===== src/inc/mqps_pkg.sv =====
// Package: constants and types of the multi-queue setup and flag block.
// Notes on behaviour
// - Width straps pick write/read widths from nine codes: x36, x18, x9.
// - Finished parallel programming drives the chain output low.
// - After own serial load, chain input and serial data pass through.
// - Once programming is complete, further serial loads are refused.
// - Full flag shows old write queue three cycles after new selection.
// - Fall-through: new read queue word appears three cycles after select.
// - Writes while the full flag is low are ignored.
// - A write that fills the selected queue drives the full flag low.
// - Fall-through: first word into empty queue shows one cycle later.
// - A read queue switch takes four cycles.
// - During a read switch, enabled reads still use the old queue.
// - Reading the last word raises output-ready; the word stays on bus.
// - Read enable high holds the output word while output-ready is low and no read switch commits.
// - Output-ready stays low while the read queue holds more words.
// - Standard mode: empty new queue leaves the last word on output.
// - Width straps sampled at reset; one width per port for all queues.
// - Full counting uses words of the write-port width.
// - Empty counting uses words of the read-port width.
// - Mixed widths pack and unpack in little-endian order.
package mqps_pkg;
   localparam logic [3:0] MQPS_BM_36_36 = 4'h0;
   localparam logic [3:0] MQPS_BM_36_18 = 4'h1;
   localparam logic [3:0] MQPS_BM_36_9 = 4'h2;
   localparam logic [3:0] MQPS_BM_18_36 = 4'h3;
   localparam logic [3:0] MQPS_BM_9_36 = 4'h4;
   localparam logic [3:0] MQPS_BM_18_18 = 4'h5;
   localparam logic [3:0] MQPS_BM_18_9 = 4'h6;
   localparam logic [3:0] MQPS_BM_9_18 = 4'h7;
   localparam logic [3:0] MQPS_BM_9_9 = 4'h9;
   localparam logic [2:0] MQPS_UNITS_36 = 3'h4;
   localparam logic [2:0] MQPS_UNITS_18 = 3'h2;
   localparam logic [2:0] MQPS_UNITS_9 = 3'h1;
   localparam int MQPS_UNIT_BITS = 9;
   localparam int MQPS_MAX_UNITS = 4;
   localparam logic [31:0] MQPS_CTRL_ADDR = 32'h0000_0000;
   localparam logic [31:0] MQPS_STATUS_ADDR = 32'h0000_0004;
   localparam logic [31:0] MQPS_IMAGE_ADDR = 32'h0000_0008;
   localparam int MQPS_CTRL_WORD_FALL_THROUGH = 0;
   localparam int MQPS_CTRL_PDONE = 1;
   localparam logic MQPS_WORD_FALL_THROUGH_RESET = 1'b0;
   localparam int MQPS_ST_CHAIN = 0;
   localparam int MQPS_ST_SERIAL = 1;
   localparam int MQPS_ST_FULLN = 2;
   localparam int MQPS_ST_ORN = 3;
   localparam int MQPS_ST_WIDTH = 8;
   localparam logic [1:0] MQPS_WSW_CYCLES = 2'h3;
   localparam logic [1:0] MQPS_RSW_CYCLES = 2'h3;
   localparam logic [1:0] MQPS_OKAY = 2'h0;
   localparam logic [1:0] MQPS_SLVERR = 2'h2;
   typedef enum logic [1:0] {
      MQPS_WAIT = 2'b00,
      MQPS_SHIFT = 2'b01,
      MQPS_DONE = 2'b11
   } mqps_prog_t;
endpackage


===== src/mqps_top.sv =====
// Multi-queue port setup, programming chain, queue flags and register slave.
//
// Implementation choices: the AXI4-Lite interface to the registers and the register addresses.
`timescale 1ns/10ps
module mqps_top
   import mqps_pkg::*;
#(
   parameter int QW = 2,
   parameter int DEPTH = 32,
   parameter int IMG_BITS = 16
)(
   input wire logic aclk,
   input wire logic aresetn,
   input wire logic [31:0] s_axi_awaddr,
   input wire logic s_axi_awvalid,
   output logic s_axi_awready,
   input wire logic [31:0] s_axi_wdata,
   input wire logic [3:0] s_axi_wstrb,
   input wire logic s_axi_wvalid,
   output logic s_axi_wready,
   output logic [1:0] s_axi_bresp,
   output logic s_axi_bvalid,
   input wire logic s_axi_bready,
   input wire logic [31:0] s_axi_araddr,
   input wire logic s_axi_arvalid,
   output logic s_axi_arready,
   output logic [31:0] s_axi_rdata,
   output logic [1:0] s_axi_rresp,
   output logic s_axi_rvalid,
   input wire logic s_axi_rready,
   input wire logic [3:0] port_width_select,
   input wire logic default_mode_select,
   input wire logic queue_strap_low_bit,
   input wire logic queue_strap_high_bit,
   input wire logic prog_chain_in,
   input wire logic serial_prog_clk,
   input wire logic serial_in,
   output logic serial_out,
   output logic prog_chain_out,
   input wire logic wr_en_n,
   input wire logic [35:0] wr_data,
   input wire logic wr_queue_sel,
   input wire logic [QW-1:0] wr_queue_addr,
   output logic queue_full_n,
   input wire logic rd_en_n,
   input wire logic rd_queue_sel,
   input wire logic [QW-1:0] rd_queue_addr,
   output logic [35:0] rd_data,
   output logic out_ready_n
);
   localparam int NQ = 1 << QW;
   localparam int AW = $clog2(DEPTH);
   localparam int CW = AW + 1;
   localparam int IC = $clog2(IMG_BITS);

   if (QW < 1 || DEPTH < 8 || (DEPTH & (DEPTH - 1)) != 0 ||
       IMG_BITS < 2 || IMG_BITS > 32) begin : g_bad
      $error("mqps_top: unsupported parameter values");
   end

   // Maps a width code to 9-bit units per word of the write or read port.
   function automatic logic [2:0] units_of(input logic [3:0] code,
                                           input logic rd);
      logic [2:0] w;
      logic [2:0] r;
      w = MQPS_UNITS_36;
      r = MQPS_UNITS_36;
      case (code)
         MQPS_BM_36_18: r = MQPS_UNITS_18;
         MQPS_BM_36_9: r = MQPS_UNITS_9;
         MQPS_BM_18_36: w = MQPS_UNITS_18;
         MQPS_BM_18_18: begin
            w = MQPS_UNITS_18;
            r = MQPS_UNITS_18;
         end
         MQPS_BM_18_9: begin
            w = MQPS_UNITS_18;
            r = MQPS_UNITS_9;
         end
         MQPS_BM_9_36: w = MQPS_UNITS_9;
         MQPS_BM_9_18: begin
            w = MQPS_UNITS_9;
            r = MQPS_UNITS_18;
         end
         MQPS_BM_9_9: begin
            w = MQPS_UNITS_9;
            r = MQPS_UNITS_9;
         end
         default: ;
      endcase
      return rd ? r : w;
   endfunction

   logic [9:0] pin_s1;
   logic [9:0] pin_s2;
   logic [3:0] bm_code;
   logic [2:0] wu;
   logic [2:0] ru;
   logic serial_mode;
   mqps_prog_t pstate;
   logic [IC-1:0] img_cnt;
   logic [IMG_BITS-1:0] image;
   logic sclk_d;
   logic word_fall_through;
   logic [QW-1:0] wq;
   logic [QW-1:0] fq;
   logic [1:0] wsw;
   logic [QW-1:0] rq;
   logic [QW-1:0] rq_pend;
   logic [1:0] rsw;
   logic [8:0] mem [NQ][DEPTH];
   logic [AW-1:0] wp [NQ];
   logic [AW-1:0] rp [NQ];
   logic [CW-1:0] cnt [NQ];
   logic [CW-1:0] next_cnt [NQ];
   logic [35:0] rd_word;
   logic aw_full;
   logic w_full;
   logic [31:0] waddr_q;
   logic [31:0] wdat_q;
   logic [3:0] wstrb_q;
   logic [31:0] rmux;
   logic rerr;

   //////////////////////////////////////////////////////////////////////////
   // Strap and programming pins pass two flip-flops before any logic sees them.
   always_ff @(posedge aclk) begin
      pin_s1 <= {serial_in, serial_prog_clk, prog_chain_in,
                 queue_strap_high_bit, queue_strap_low_bit,
                 default_mode_select, port_width_select};
      pin_s2 <= pin_s1;
   end

   wire [3:0] bm_s = pin_s2[3:0];
   wire ser_strap = !pin_s2[4] && pin_s2[5] && pin_s2[6];
   wire cin_s = pin_s2[7];
   wire sclk_s = pin_s2[8];
   wire sin_s = pin_s2[9];
   wire shift_en = sclk_s && !sclk_d && !cin_s;
   wire img_last = img_cnt == IC'(IMG_BITS - 1);
   wire prog_ok = pstate == MQPS_DONE;

   // Straps are caught while reset is held and frozen at its release.
   always_ff @(posedge aclk) begin
      if (!aresetn) begin
         bm_code <= bm_s;
         wu <= units_of(bm_s, 1'b0);
         ru <= units_of(bm_s, 1'b1);
         serial_mode <= ser_strap;
      end
   end

   //////////////////////////////////////////////////////////////////////////
   // Register bus handshakes: write address and data in either order.
   wire aw_hs = s_axi_awvalid && s_axi_awready;
   wire w_hs = s_axi_wvalid && s_axi_wready;
   wire wr_do = aw_full && w_full && !s_axi_bvalid;
   wire next_bvalid = wr_do || (s_axi_bvalid && !s_axi_bready);
   wire next_aw_full = (aw_full || aw_hs) && !wr_do;
   wire next_w_full = (w_full || w_hs) && !wr_do;
   wire ctrl_wr = wr_do && waddr_q == MQPS_CTRL_ADDR && wstrb_q[0];
   wire pdone_req = ctrl_wr && wdat_q[MQPS_CTRL_PDONE];
   wire ar_hs = s_axi_arvalid && s_axi_arready;
   wire next_rvalid = ar_hs || (s_axi_rvalid && !s_axi_rready);
   wire [31:0] ctrl_word = 32'(word_fall_through) << MQPS_CTRL_WORD_FALL_THROUGH;
   wire [31:0] status_word = (32'(prog_chain_out) << MQPS_ST_CHAIN) |
      (32'(serial_mode) << MQPS_ST_SERIAL) |
      (32'(queue_full_n) << MQPS_ST_FULLN) |
      (32'(out_ready_n) << MQPS_ST_ORN) | (32'(bm_code) << MQPS_ST_WIDTH);

   // Read address decode; unmapped offsets answer with a slave error.
   always_comb begin
      rmux = '0;
      rerr = 1'b0;
      if (s_axi_araddr == MQPS_CTRL_ADDR) begin
         rmux = ctrl_word;
      end else if (s_axi_araddr == MQPS_STATUS_ADDR) begin
         rmux = status_word;
      end else if (s_axi_araddr == MQPS_IMAGE_ADDR) begin
         rmux = 32'(image);
      end else begin
         rerr = 1'b1;
      end
   end

   // Write channel state and the response.
   always_ff @(posedge aclk) begin
      if (!aresetn) begin
         aw_full <= 1'b0;
         w_full <= 1'b0;
         s_axi_awready <= 1'b0;
         s_axi_wready <= 1'b0;
         s_axi_bvalid <= 1'b0;
         s_axi_bresp <= MQPS_OKAY;
         word_fall_through <= MQPS_WORD_FALL_THROUGH_RESET;
      end else begin
         aw_full <= next_aw_full;
         w_full <= next_w_full;
         s_axi_awready <= !next_aw_full && !next_bvalid;
         s_axi_wready <= !next_w_full && !next_bvalid;
         s_axi_bvalid <= next_bvalid;
         if (wr_do) begin
            s_axi_bresp <= waddr_q == MQPS_CTRL_ADDR ? MQPS_OKAY
                                                     : MQPS_SLVERR;
         end
         if (ctrl_wr) begin
            word_fall_through <= wdat_q[MQPS_CTRL_WORD_FALL_THROUGH];
         end
      end
   end

   // Captured write address and data.
   always_ff @(posedge aclk) begin
      if (aw_hs) begin
         waddr_q <= s_axi_awaddr;
      end
      if (w_hs) begin
         wdat_q <= s_axi_wdata;
         wstrb_q <= s_axi_wstrb;
      end
   end

   // Read channel: one read at a time, answered the cycle after address.
   always_ff @(posedge aclk) begin
      if (!aresetn) begin
         s_axi_arready <= 1'b0;
         s_axi_rvalid <= 1'b0;
         s_axi_rdata <= '0;
         s_axi_rresp <= MQPS_OKAY;
      end else begin
         s_axi_arready <= !next_rvalid;
         s_axi_rvalid <= next_rvalid;
         if (ar_hs) begin
            s_axi_rdata <= rmux;
            s_axi_rresp <= rerr ? MQPS_SLVERR : MQPS_OKAY;
         end
      end
   end

   //////////////////////////////////////////////////////////////////////////
   // Programming sequence: serial shift-in or software-ended parallel mode.
   always_ff @(posedge aclk) begin
      if (!aresetn) begin
         pstate <= MQPS_WAIT;
         img_cnt <= '0;
         image <= '0;
         sclk_d <= 1'b0;
      end else begin
         sclk_d <= sclk_s;
         case (pstate)
            MQPS_WAIT: begin
               if (serial_mode) begin
                  pstate <= MQPS_SHIFT;
               end else if (pdone_req) begin
                  pstate <= MQPS_DONE;
               end
            end
            MQPS_SHIFT: begin
               if (shift_en) begin
                  image <= {image[IMG_BITS-2:0], sin_s};
                  img_cnt <= img_cnt + 1'b1;
                  if (img_last) begin
                     pstate <= MQPS_DONE;
                  end
               end
            end
            default: ;
         endcase
      end
   end

   // Chain output high and serial output low until done, then low or transparent in serial mode.
   always_ff @(posedge aclk) begin
      if (!aresetn) begin
         prog_chain_out <= 1'b1;
         serial_out <= 1'b0;
      end else begin
         prog_chain_out <= prog_ok ? serial_mode && cin_s : 1'b1;
         serial_out <= prog_ok && serial_mode && sin_s;
      end
   end

   //////////////////////////////////////////////////////////////////////////
   // Queue selection and the flag queue that lags the write selection.
   wire wsel_ok = wr_queue_sel && prog_ok;
   wire rsel_ok = rd_queue_sel && prog_ok;
   wire [QW-1:0] next_fq = (wsw == 2'h1 && !wsel_ok) ? wq : fq;
   wire commit = rsw == 2'h1 && !rsel_ok;
   wire [QW-1:0] q_src = commit ? rq_pend : rq;
   wire avail_src = cnt[q_src] >= CW'(ru);
   wire wspace = cnt[wq] <= CW'(DEPTH) - CW'(wu);
   wire wr_acc = prog_ok && !wr_en_n && queue_full_n && wspace;
   wire pop_word_fall_through = commit || out_ready_n || !rd_en_n;
   wire pop_std = !rd_en_n && !commit;
   wire rd_pop = prog_ok && avail_src && (word_fall_through ? pop_word_fall_through : pop_std);

   always_ff @(posedge aclk) begin
      if (!aresetn) begin
         wq <= '0;
         fq <= '0;
         wsw <= '0;
         rq <= '0;
         rq_pend <= '0;
         rsw <= '0;
      end else begin
         fq <= next_fq;
         if (wsel_ok) begin
            wq <= wr_queue_addr;
            wsw <= MQPS_WSW_CYCLES;
         end else if (wsw != 2'h0) begin
            wsw <= wsw - 2'h1;
         end
         if (rsel_ok) begin
            rq_pend <= rd_queue_addr;
            rsw <= MQPS_RSW_CYCLES;
         end else if (rsw != 2'h0) begin
            rsw <= rsw - 2'h1;
         end
         if (commit) begin
            rq <= rq_pend;
         end
      end
   end

   //////////////////////////////////////////////////////////////////////////
   // Unit counts per queue; writes add write-width, reads take read-width.
   always_comb begin
      for (int i = 0; i < NQ; i++) begin
         next_cnt[i] = cnt[i]
            + ((wr_acc && wq == QW'(i)) ? CW'(wu) : '0)
            - ((rd_pop && q_src == QW'(i)) ? CW'(ru) : '0);
      end
   end

   // Pointers and counts.
   always_ff @(posedge aclk) begin
      for (int i = 0; i < NQ; i++) begin
         if (!aresetn) begin
            cnt[i] <= '0;
            wp[i] <= '0;
            rp[i] <= '0;
         end else begin
            cnt[i] <= next_cnt[i];
            if (wr_acc && wq == QW'(i)) begin
               wp[i] <= wp[i] + AW'(wu);
            end
            if (rd_pop && q_src == QW'(i)) begin
               rp[i] <= rp[i] + AW'(ru);
            end
         end
      end
   end

   // Write words split into 9-bit units, lowest unit first.
   always_ff @(posedge aclk) begin
      for (int k = 0; k < MQPS_MAX_UNITS; k++) begin
         if (wr_acc && k < int'(wu)) begin
            mem[wq][wp[wq] + AW'(k)] <=
               wr_data[MQPS_UNIT_BITS*k +: MQPS_UNIT_BITS];
         end
      end
   end

   // Read word gathered from units in the same order; upper units read zero.
   always_comb begin
      rd_word = '0;
      for (int k = 0; k < MQPS_MAX_UNITS; k++) begin
         if (k < int'(ru)) begin
            rd_word[MQPS_UNIT_BITS*k +: MQPS_UNIT_BITS] =
               mem[q_src][rp[q_src] + AW'(k)];
         end
      end
   end

   // Output register, output-ready flag and full flag.
   always_ff @(posedge aclk) begin
      if (!aresetn) begin
         rd_data <= '0;
         out_ready_n <= 1'b1;
         queue_full_n <= 1'b0;
      end else begin
         if (rd_pop) begin
            rd_data <= rd_word;
         end
         if (word_fall_through) begin
            out_ready_n <= !rd_pop &&
               (out_ready_n || commit || !rd_en_n);
         end else begin
            out_ready_n <= next_cnt[commit ? rq_pend : rq] < CW'(ru);
         end
         queue_full_n <= prog_ok &&
            next_cnt[next_fq] <= CW'(DEPTH) - CW'(wu);
      end
   end
endmodule


===== config.mk =====
export PLATFORM = sky130hd
export DESIGN_NAME = mqps_top
export DESIGN_NICKNAME = d
export VERILOG_FILES = /design/src/inc/mqps_pkg.sv /design/src/mqps_top.sv
export SDC_FILE = /design/constraint.sdc
export NUM_CORES = 2
export LEC_CHECK = 0
export BUFFER_PORTS_ARGS = -buffer_cell sky130_fd_sc_hd__buf_2
export CAP_MARGIN = 40
export CELL_PAD_IN_SITES_DETAIL_PLACEMENT = 1
export CELL_PAD_IN_SITES_GLOBAL_PLACEMENT = 2
export CORE_ASPECT_RATIO = 0.5
export CORE_UTILIZATION = 48
export CTS_BUF_LIST = sky130_fd_sc_hd__clkbuf_8 sky130_fd_sc_hd__clkbuf_16
export DETAILED_ROUTE_END_ITERATION = 7
export PLACE_DENSITY_LB_ADDON = 0.1
export SKIP_CTS_REPAIR_TIMING = 1
export SYNTH_ARGS = -nofsm -noshare
export SYNTH_HDL_FRONTEND = slang
export SYNTH_SLANG_ARGS = --single-unit

===== constraint.sdc =====
create_clock -name aclk -period 17.75 [get_ports aclk]
set_input_delay 0.8875 -clock aclk [delete_from_list [all_inputs] [get_ports aclk]]
set_output_delay 0.8875 -clock aclk [all_outputs]
set_load 0.01 [all_outputs]

== After elaboration in Yosys (flattened, before gate mapping) ==
Memories as Yosys holds them, arrays and structs flattened. A register that Yosys moved wholly into a read port is not among the register bits.
Index checks and enable logic that the tools add are counted.
W data, S select, Z words.

* Register bits after elaboration: 185
* Input port bits: 161
* Output and inout port bits: 81
* Memories kept: 4
* Bits in writable memories: 1216
* Logic and storage cells: 2069

* Muxes and demuxes: 975
* Bitwise operators: 890
* Magnitude comparators: 26
* Reduce and logical (&&, ||, !) cells: 89
* Eq/ne operators: 24
* Add/sub/neg operators: 26

{| class="wikitable"
|+ Memory list
! name !! depth !! width !! read ports !! clocked after memory_dff !! wr ports !! line !! source
|-
| mem || 4 || 288 || 1 || 0 || 1 || mqps_top.sv:111 || <nowiki>logic [8:0] mem [NQ][DEPTH];</nowiki>
|-
| cnt || 4 || 6 || 6 || 1 || 4 || mqps_top.sv:114 || <nowiki>logic [CW-1:0] cnt [NQ];</nowiki>
|-
| rp || 4 || 5 || 5 || 0 || 4 || mqps_top.sv:113 || <nowiki>logic [AW-1:0] rp [NQ];</nowiki>
|-
| wp || 4 || 5 || 5 || 1 || 4 || mqps_top.sv:112 || <nowiki>logic [AW-1:0] wp [NQ];</nowiki>
|}

{| class="wikitable"
|+ Operators by type and width
! kind !! count
|-
| $mux W288 || 4
|-
| $mux W1 || 899
|-
| $or A1 B1 Y1 || 876
|-
| $bmux W9 S5 || 4
|-
| $demux W9 S5 || 4
|-
| $mux W9 || 16
|-
| $logic_not A32 Y1 || 2
|-
| $logic_and A1 B1 Y1 || 49
|-
| $ge A6 B6 Y1 const B || 8
|-
| $mux W16 || 3
|-
| $mux W6 || 8
|-
| $not A5 Y6 || 8
|-
| $add A5 B3 Y5 || 8
|-
| $mux W5 || 8
|-
| $eq A32 B3 Y1 const B || 1
|-
| $eq A32 B4 Y1 const B || 1
|-
| $mux W2 || 16
|-
| $add A6 B3 Y6 || 4
|-
| $bmux W6 S2 || 2
|-
| $lt A6 B1 Y1 const B || 4
|-
| $mux W3 || 8
|-
| $sub A6 B3 Y6 || 4
|-
| $add A5 B2 Y5 const B || 4
|-
| $logic_not A1 Y1 || 17
|-
| other kinds (31) || 72
|}

== Longest topological paths before layout ==
An unclocked memory read counts as a cell.

* Word-level depth: 17
* Mapped depth: 38
* Mapped depth without buffers: 31

== Worst setup path after synthesis ==
OpenSTA, ideal clock, no wires.

* Path type: input to register
* Start: input port rd_queue_sel
* End: register queue_full_n
* Buffers on the path: 8
* Data required time: 17672 ps
* Arrival time: 7174 ps
* Stages: 34
* Path slack: 10498 ps
* Library setup time: 78 ps
* Cells stage by stage: nand3_2 -> and3_1 -> nor2_4 -> buf_2 -> buf_4 -> buf_4 -> buf_4 -> buf_1 -> clkbuf_1 -> o211ai_1 -> o21ai_0 -> ha_1 -> nand2b_1 -> a21o_1 -> a21oi_1 -> a221o_1 -> buf_2 -> clkbuf_1 -> nor2_1 -> and3_1 -> ha_1 -> inv_1 -> ha_1 -> fa_1 -> mux4_2 -> ha_1 -> nor2b_1 -> o21a_1 -> o21a_1 -> o21ai_0 -> nand2b_1 -> a21oi_1 -> a31oi_1 -> nor3_1

{| class="wikitable"
|+ RTL lines
! what !! line !! source
|-
| from (decl) || mqps_top.sv:46 || <nowiki>input wire logic rd_queue_sel,</nowiki>
|-
| to (signal assigned) || mqps_top.sv:391 || <nowiki>queue_full_n <= prog_ok &&</nowiki>
|-
| to (decl) || mqps_top.sv:44 || <nowiki>output logic queue_full_n,</nowiki>
|}

== Worst setup path in the final report ==
* Start: register rsw[1]
* End: register rd_data[10]

* Word-level cells in the longest chain between the ends: 10
* Elaborated cells on any way between the ends: 20
* Classes of those cells: 1 x add/sub; 1 x order compare; 1 x eq/ne; 6 x mux; 1 x bitwise; 7 x reduce/logical; 3 x memory

{| class="wikitable"
|+ Ends and longest elaborated chain
! what !! line !! source
|-
| from (decl) || mqps_top.sv:110 || <nowiki>logic [1:0] rsw;</nowiki>
|-
| from (signal assigned) || mqps_top.sv:317 || <nowiki>rsw <= rsw - 2'h1;</nowiki>
|-
| $eq A2 B1 Y1 * || mqps_top.sv:288 || <nowiki>wire commit = rsw == 2'h1 && !rsel_ok;</nowiki>
|-
| $logic_and A1 B1 Y1 * || mqps_top.sv:288 ||
|-
| $mux W2 || n/a ||
|-
| $mem_v2 Z4 W5 || n/a ||
|-
| $add A5 B1 Y5 || mqps_top.sv:370 || <nowiki>mem[q_src][rp[q_src] + AW'(k)];</nowiki>
|-
| $not A5 Y6 (not written as such) || mqps_top.sv:370 ||
|-
| $bmux W9 S5 || mqps_top.sv:370 ||
|-
| $mux W9 (not written as such) (2 in a row) || mqps_top.sv:370 ||
|-
| $mux W9 || mqps_top.sv:368 || <nowiki>if (k < int'(ru)) begin</nowiki>
|-
| to (signal assigned) || mqps_top.sv:383 || <nowiki>rd_data <= rd_word;</nowiki>
|-
| to (decl) || mqps_top.sv:48 || <nowiki>output logic [35:0] rd_data,</nowiki>
|}

Mark *: on every way between the ends. The rest lies on a longest branch, timed or not. The select of a mux whose other input is x is not followed.
A chain may end at the register's enable or synchronous reset.

==> metrics.md <==
| Metric | Value |
|---|---|
| Status | finished, final reports clean |
| H-tree Lvls | 4 |
| Reg2reg path depth | 17 |
| Critical Path AT | 8.45 ns |
| Final worst-path setup slack | 9.92 ns |
| Antenna violations before repair | 28 |
| Die area | 159,000 um^2 |
| Final-report setup violation count | 0 |
| Crit Path Category | reg2reg |
| Count of input and output buffers | 190 |
| Core area | 156,000 um^2 |
| Synth top area cells | edfxtp_1 (49%), mux2i_1 (16%), mux2_2 (8.1%) |
| Clk root buf | clkbuf_16 |
| Hold Vio Cnt, Final | 0 |
| P_leak | 28.8 nW |
| Hold Slack | 0.198 ns |
| Share of the synthesized area in the top cell type | 49.1% |
| Chip Width | 563 um |
| Effective utilization at floorplan | 48.6% |
| Minimum clock period | 7.83 ns |
| Most frequent cell after synthesis | edfxtp_1 |
| Reg-to-Reg Start | rsw[1]$_SDFFE_PN0P_ |
| HP Start | queue_strap_low_bit |
| Vias in the first global route | 54,200 |
| Synthesis-to-layout area growth | 12.3% |
| Fin Clk Skew | 0.0699 ns |
| Req. time, crit path | 18.37 ns |
| Post-DP HPWL | 212,000 um |
| DR DRC count | 0 |
| Synthesized area | 75,600 um^2 |
| Max VDD drop | 0.0000833 V |
| Routability cong. | 0.994 |
| Clock transition at path regs | 0.07 ns |
| Worst Max-Slew Pin Slew | 1.07 ns |
| Placed insts | 8,057 |
| Worst setup EP type | flop |
| Synth unique cells | 90 |
| Element type at the critical path start | flop |
| RSZ-0062 raised after global routing | false |
| Cell taking the most area after synthesis | edfxtp_1 |
| Gr ovfl total | 0 |
| Rows | 102 |
| Maximum clock frequency | 128 MHz |
| Post-synth EDFFs | 1,238 |
| CTS tree | done |
| Fin nets | 6,401 |
| Hold path depth | 1 |
| Fillers | 15,400 |
| Commonest cells in the netlist | edfxtp_1 (1,238), mux2i_1 (1,237), nand2_1 (565), mux2_2 (543), nor2_1 (365) |
| CP max stage cell | buf_4 |
| Post-route ant nets | 0 |
| Period utilization | 44.1% |
| Later-pin clock latency in the skew report | 0.83 ns |
| Power Density | 89.2 nW/um^2 |
| Cells after Synth | 5,910 |
| Reg-to-reg setup timing slack | 9.92 ns |
| Cells along the critical path | inv_1, ha_1, nand2_1, o211ai_4, buf_4, buf_4, buf_4, buf_4, buf_16, buf_4, mux2i_1, mux2i_1, nand2_1, nand2_1, mux4_2, mux2i_1, a32oi_1 |
| Avg WL per Cell | 37.0 um |
| Worst hold path class | in2reg |
| Synth warnings | 0 |
| Vias per cell | 6.60 |
| DRT Pass-1 Iters | 6 |
| Die H | 283 um |
| Max-Cap Viols | 0 |
| Worst Hold End | pin_s1[5]$_DFF_P_ |
| Crit path max fanout | 54 |
| Detailed Route WL | 309,000 um |
| Syn avg cell area | 12.8 um^2 |
| Clk sink count | 1,385 |
| Crit-path max cell delay | 0.83 ns |
| Share of cells above drive strength 1 | 23.2% |
| R2r endpoint | rd_data[10]$_SDFFE_PN0P_ |
| Setup TNS | 0 ns |
| Seq cells post-synth | 1,385 |
| Max-slew violations | 0 |
| Worst-case clock buffer depth | 4 |
| Post-synth ARST share | 0% |
| I/O Pins | 242 |
| Final std cells w/o fill | 8,350 |
| Main synth FF type | edfxtp_1 |
| Register area share after synthesis | 53.0% |
| Initial drt markers | 6,982 |
| Pin count of the biggest net entering global routing | 119 |
| First-pass GRT wire length | 421,000 um |
| Most common cell on crit path | buf_4 |
| Vias | 55,100 |
| Layout Utilization | 54.6% |
| CTS Buf Count | 141 |
| Slew margin rel. | 26.7% |
| Gr usage total | 38.2% |
| Post-Place Setup Slack | 9.48 ns |
-- cell usage in the layout, fill, tap and decap left out, drive strengths merged, types with 16 or more instances in the layout --
cell     Yosys  routed
a2111oi     30      30
a21oi       78      78
a22oi       23      23
and2        42      42
buf        219     483
clkbuf     207     154
clkinv       0      56
conb         1      18
dfxtp      147     147
diode        0      25
edfxtp    1238    1238
fa          20      20
ha          78      78
inv         94     114
mux2       548     548
mux2i     1237    1237
mux4       100     100
nand2      575     575
nand2b      16      16
nand3       36      36
nor2       398     398
nor2b       28      28
nor3        83      83
nor4        55      55
o21ai      369     369
o22ai       54      54
xnor2       36      36
xor2        28      28
-- cell families (layout without fill, tap and decap cells) --
group	count (synthesis)	after routing	synth area share, %
other	1	43	0.00496
xor gates and xnor gates	64	64	0.840
muxes	1885	1885	27.5
and+or+nand+nor	1280	1280	8.07
DFF	1385	1385	53.0
adders and majority gates	98	98	1.82
buffers and inverters	520	838	3.31
AOI/OAI and AO/OA	677	677	5.40
-- stage by stage --
stage	power, W	cell area (um^2)
finish	0.00758	84900
global route	0.00773	84900
CTS	0.00756	84700
detailed placement	0.00458	80200
global placement	0.00453	78100
floorplan	0.00418	75700
-- where the power goes --
| part | switching, W | total, W | internal (W) | leakage, nW |
|---|---|---|---|---|
| combinational | 0.000640 | 0.000954 | 0.000314 | 14.2 |
| sequential | 0.0000243 | 0.00359 | 0.00357 | 12.4 |
| clock | 0.00134 | 0.00303 | 0.00169 | 2.27 |
| total | 0.00200 | 0.00758 | 0.00558 | 28.8 |
-- sequential cells by signal, summed over array words and instances, names as in the netlist, 2 cells and up, named ones only --
name / count
mem: 1152
rd_data: 36
waddr_q: 32
cnt: 24
rp: 20
wp: 20
image: 16
s_axi_rdata: 16
pin_s1: 10
pin_s2: 10
bm_code: 4
img_cnt: 4
ru: 3
wu: 3
fq: 2
pstate: 2
rq: 2
rq_pend: 2
rsw: 2
wdat_q: 2
wq: 2
wsw: 2
-- worst max-delay path by stage --
stage | start | end | slack, ns
floorplan | rd_queue_sel | queue_full_n$_SDFF_PN0_ | 10.50
global placement | rd_queue_sel | rd_data[15]$_SDFFE_PN0P_ | 9.27
detailed placement | rd_queue_sel | rd_data[15]$_SDFFE_PN0P_ | 9.48
CTS | rsw[1]$_SDFFE_PN0P_ | rd_data[15]$_SDFFE_PN0P_ | 10.08
global route | rsw[1]$_SDFFE_PN0P_ | rd_data[35]$_SDFFE_PN0P_ | 9.67
finish | rsw[1]$_SDFFE_PN0P_ | rd_data[10]$_SDFFE_PN0P_ | 9.92
-- metal layers --
| layer | share of wire [%] | track usage (%) |
|---|---|---|
| met5 | 0.021 | 0 |
| met4 | 4.5 | 16.0 |
| met3 | 11 | 9.59 |
| met2 | 43 | 57.7 |
| met1 | 41 | 52.5 |
-- layout make-up --
class	instances	area [um^2]	share of cell area, %
antenna	25	62.6	0.0737
clock buffer	146	3630	4.28
clock inverter	100	891	1.05
inverter	94	362	0.426
multi-input combinational	4022	33200	39.1
sequential	1385	40100	47.2
tap	2080	2600	3.06
timing repair buffer	498	4030	4.75
-- critical path: cells and delay by family, from the launching register on --
kind | cells | cell delay, ns
AND/OR/NAND/NOR | 3 | 0.47
AO/OA/AOI/OAI | 2 | 0.84
buffers and inverters | 7 | 3.74
flip-flops | 1 | 0.30
multiplexers | 4 | 1.75
adder cells (fa/ha/maj) | 1 | 0.29
Power figures use the tool's default switching activity.
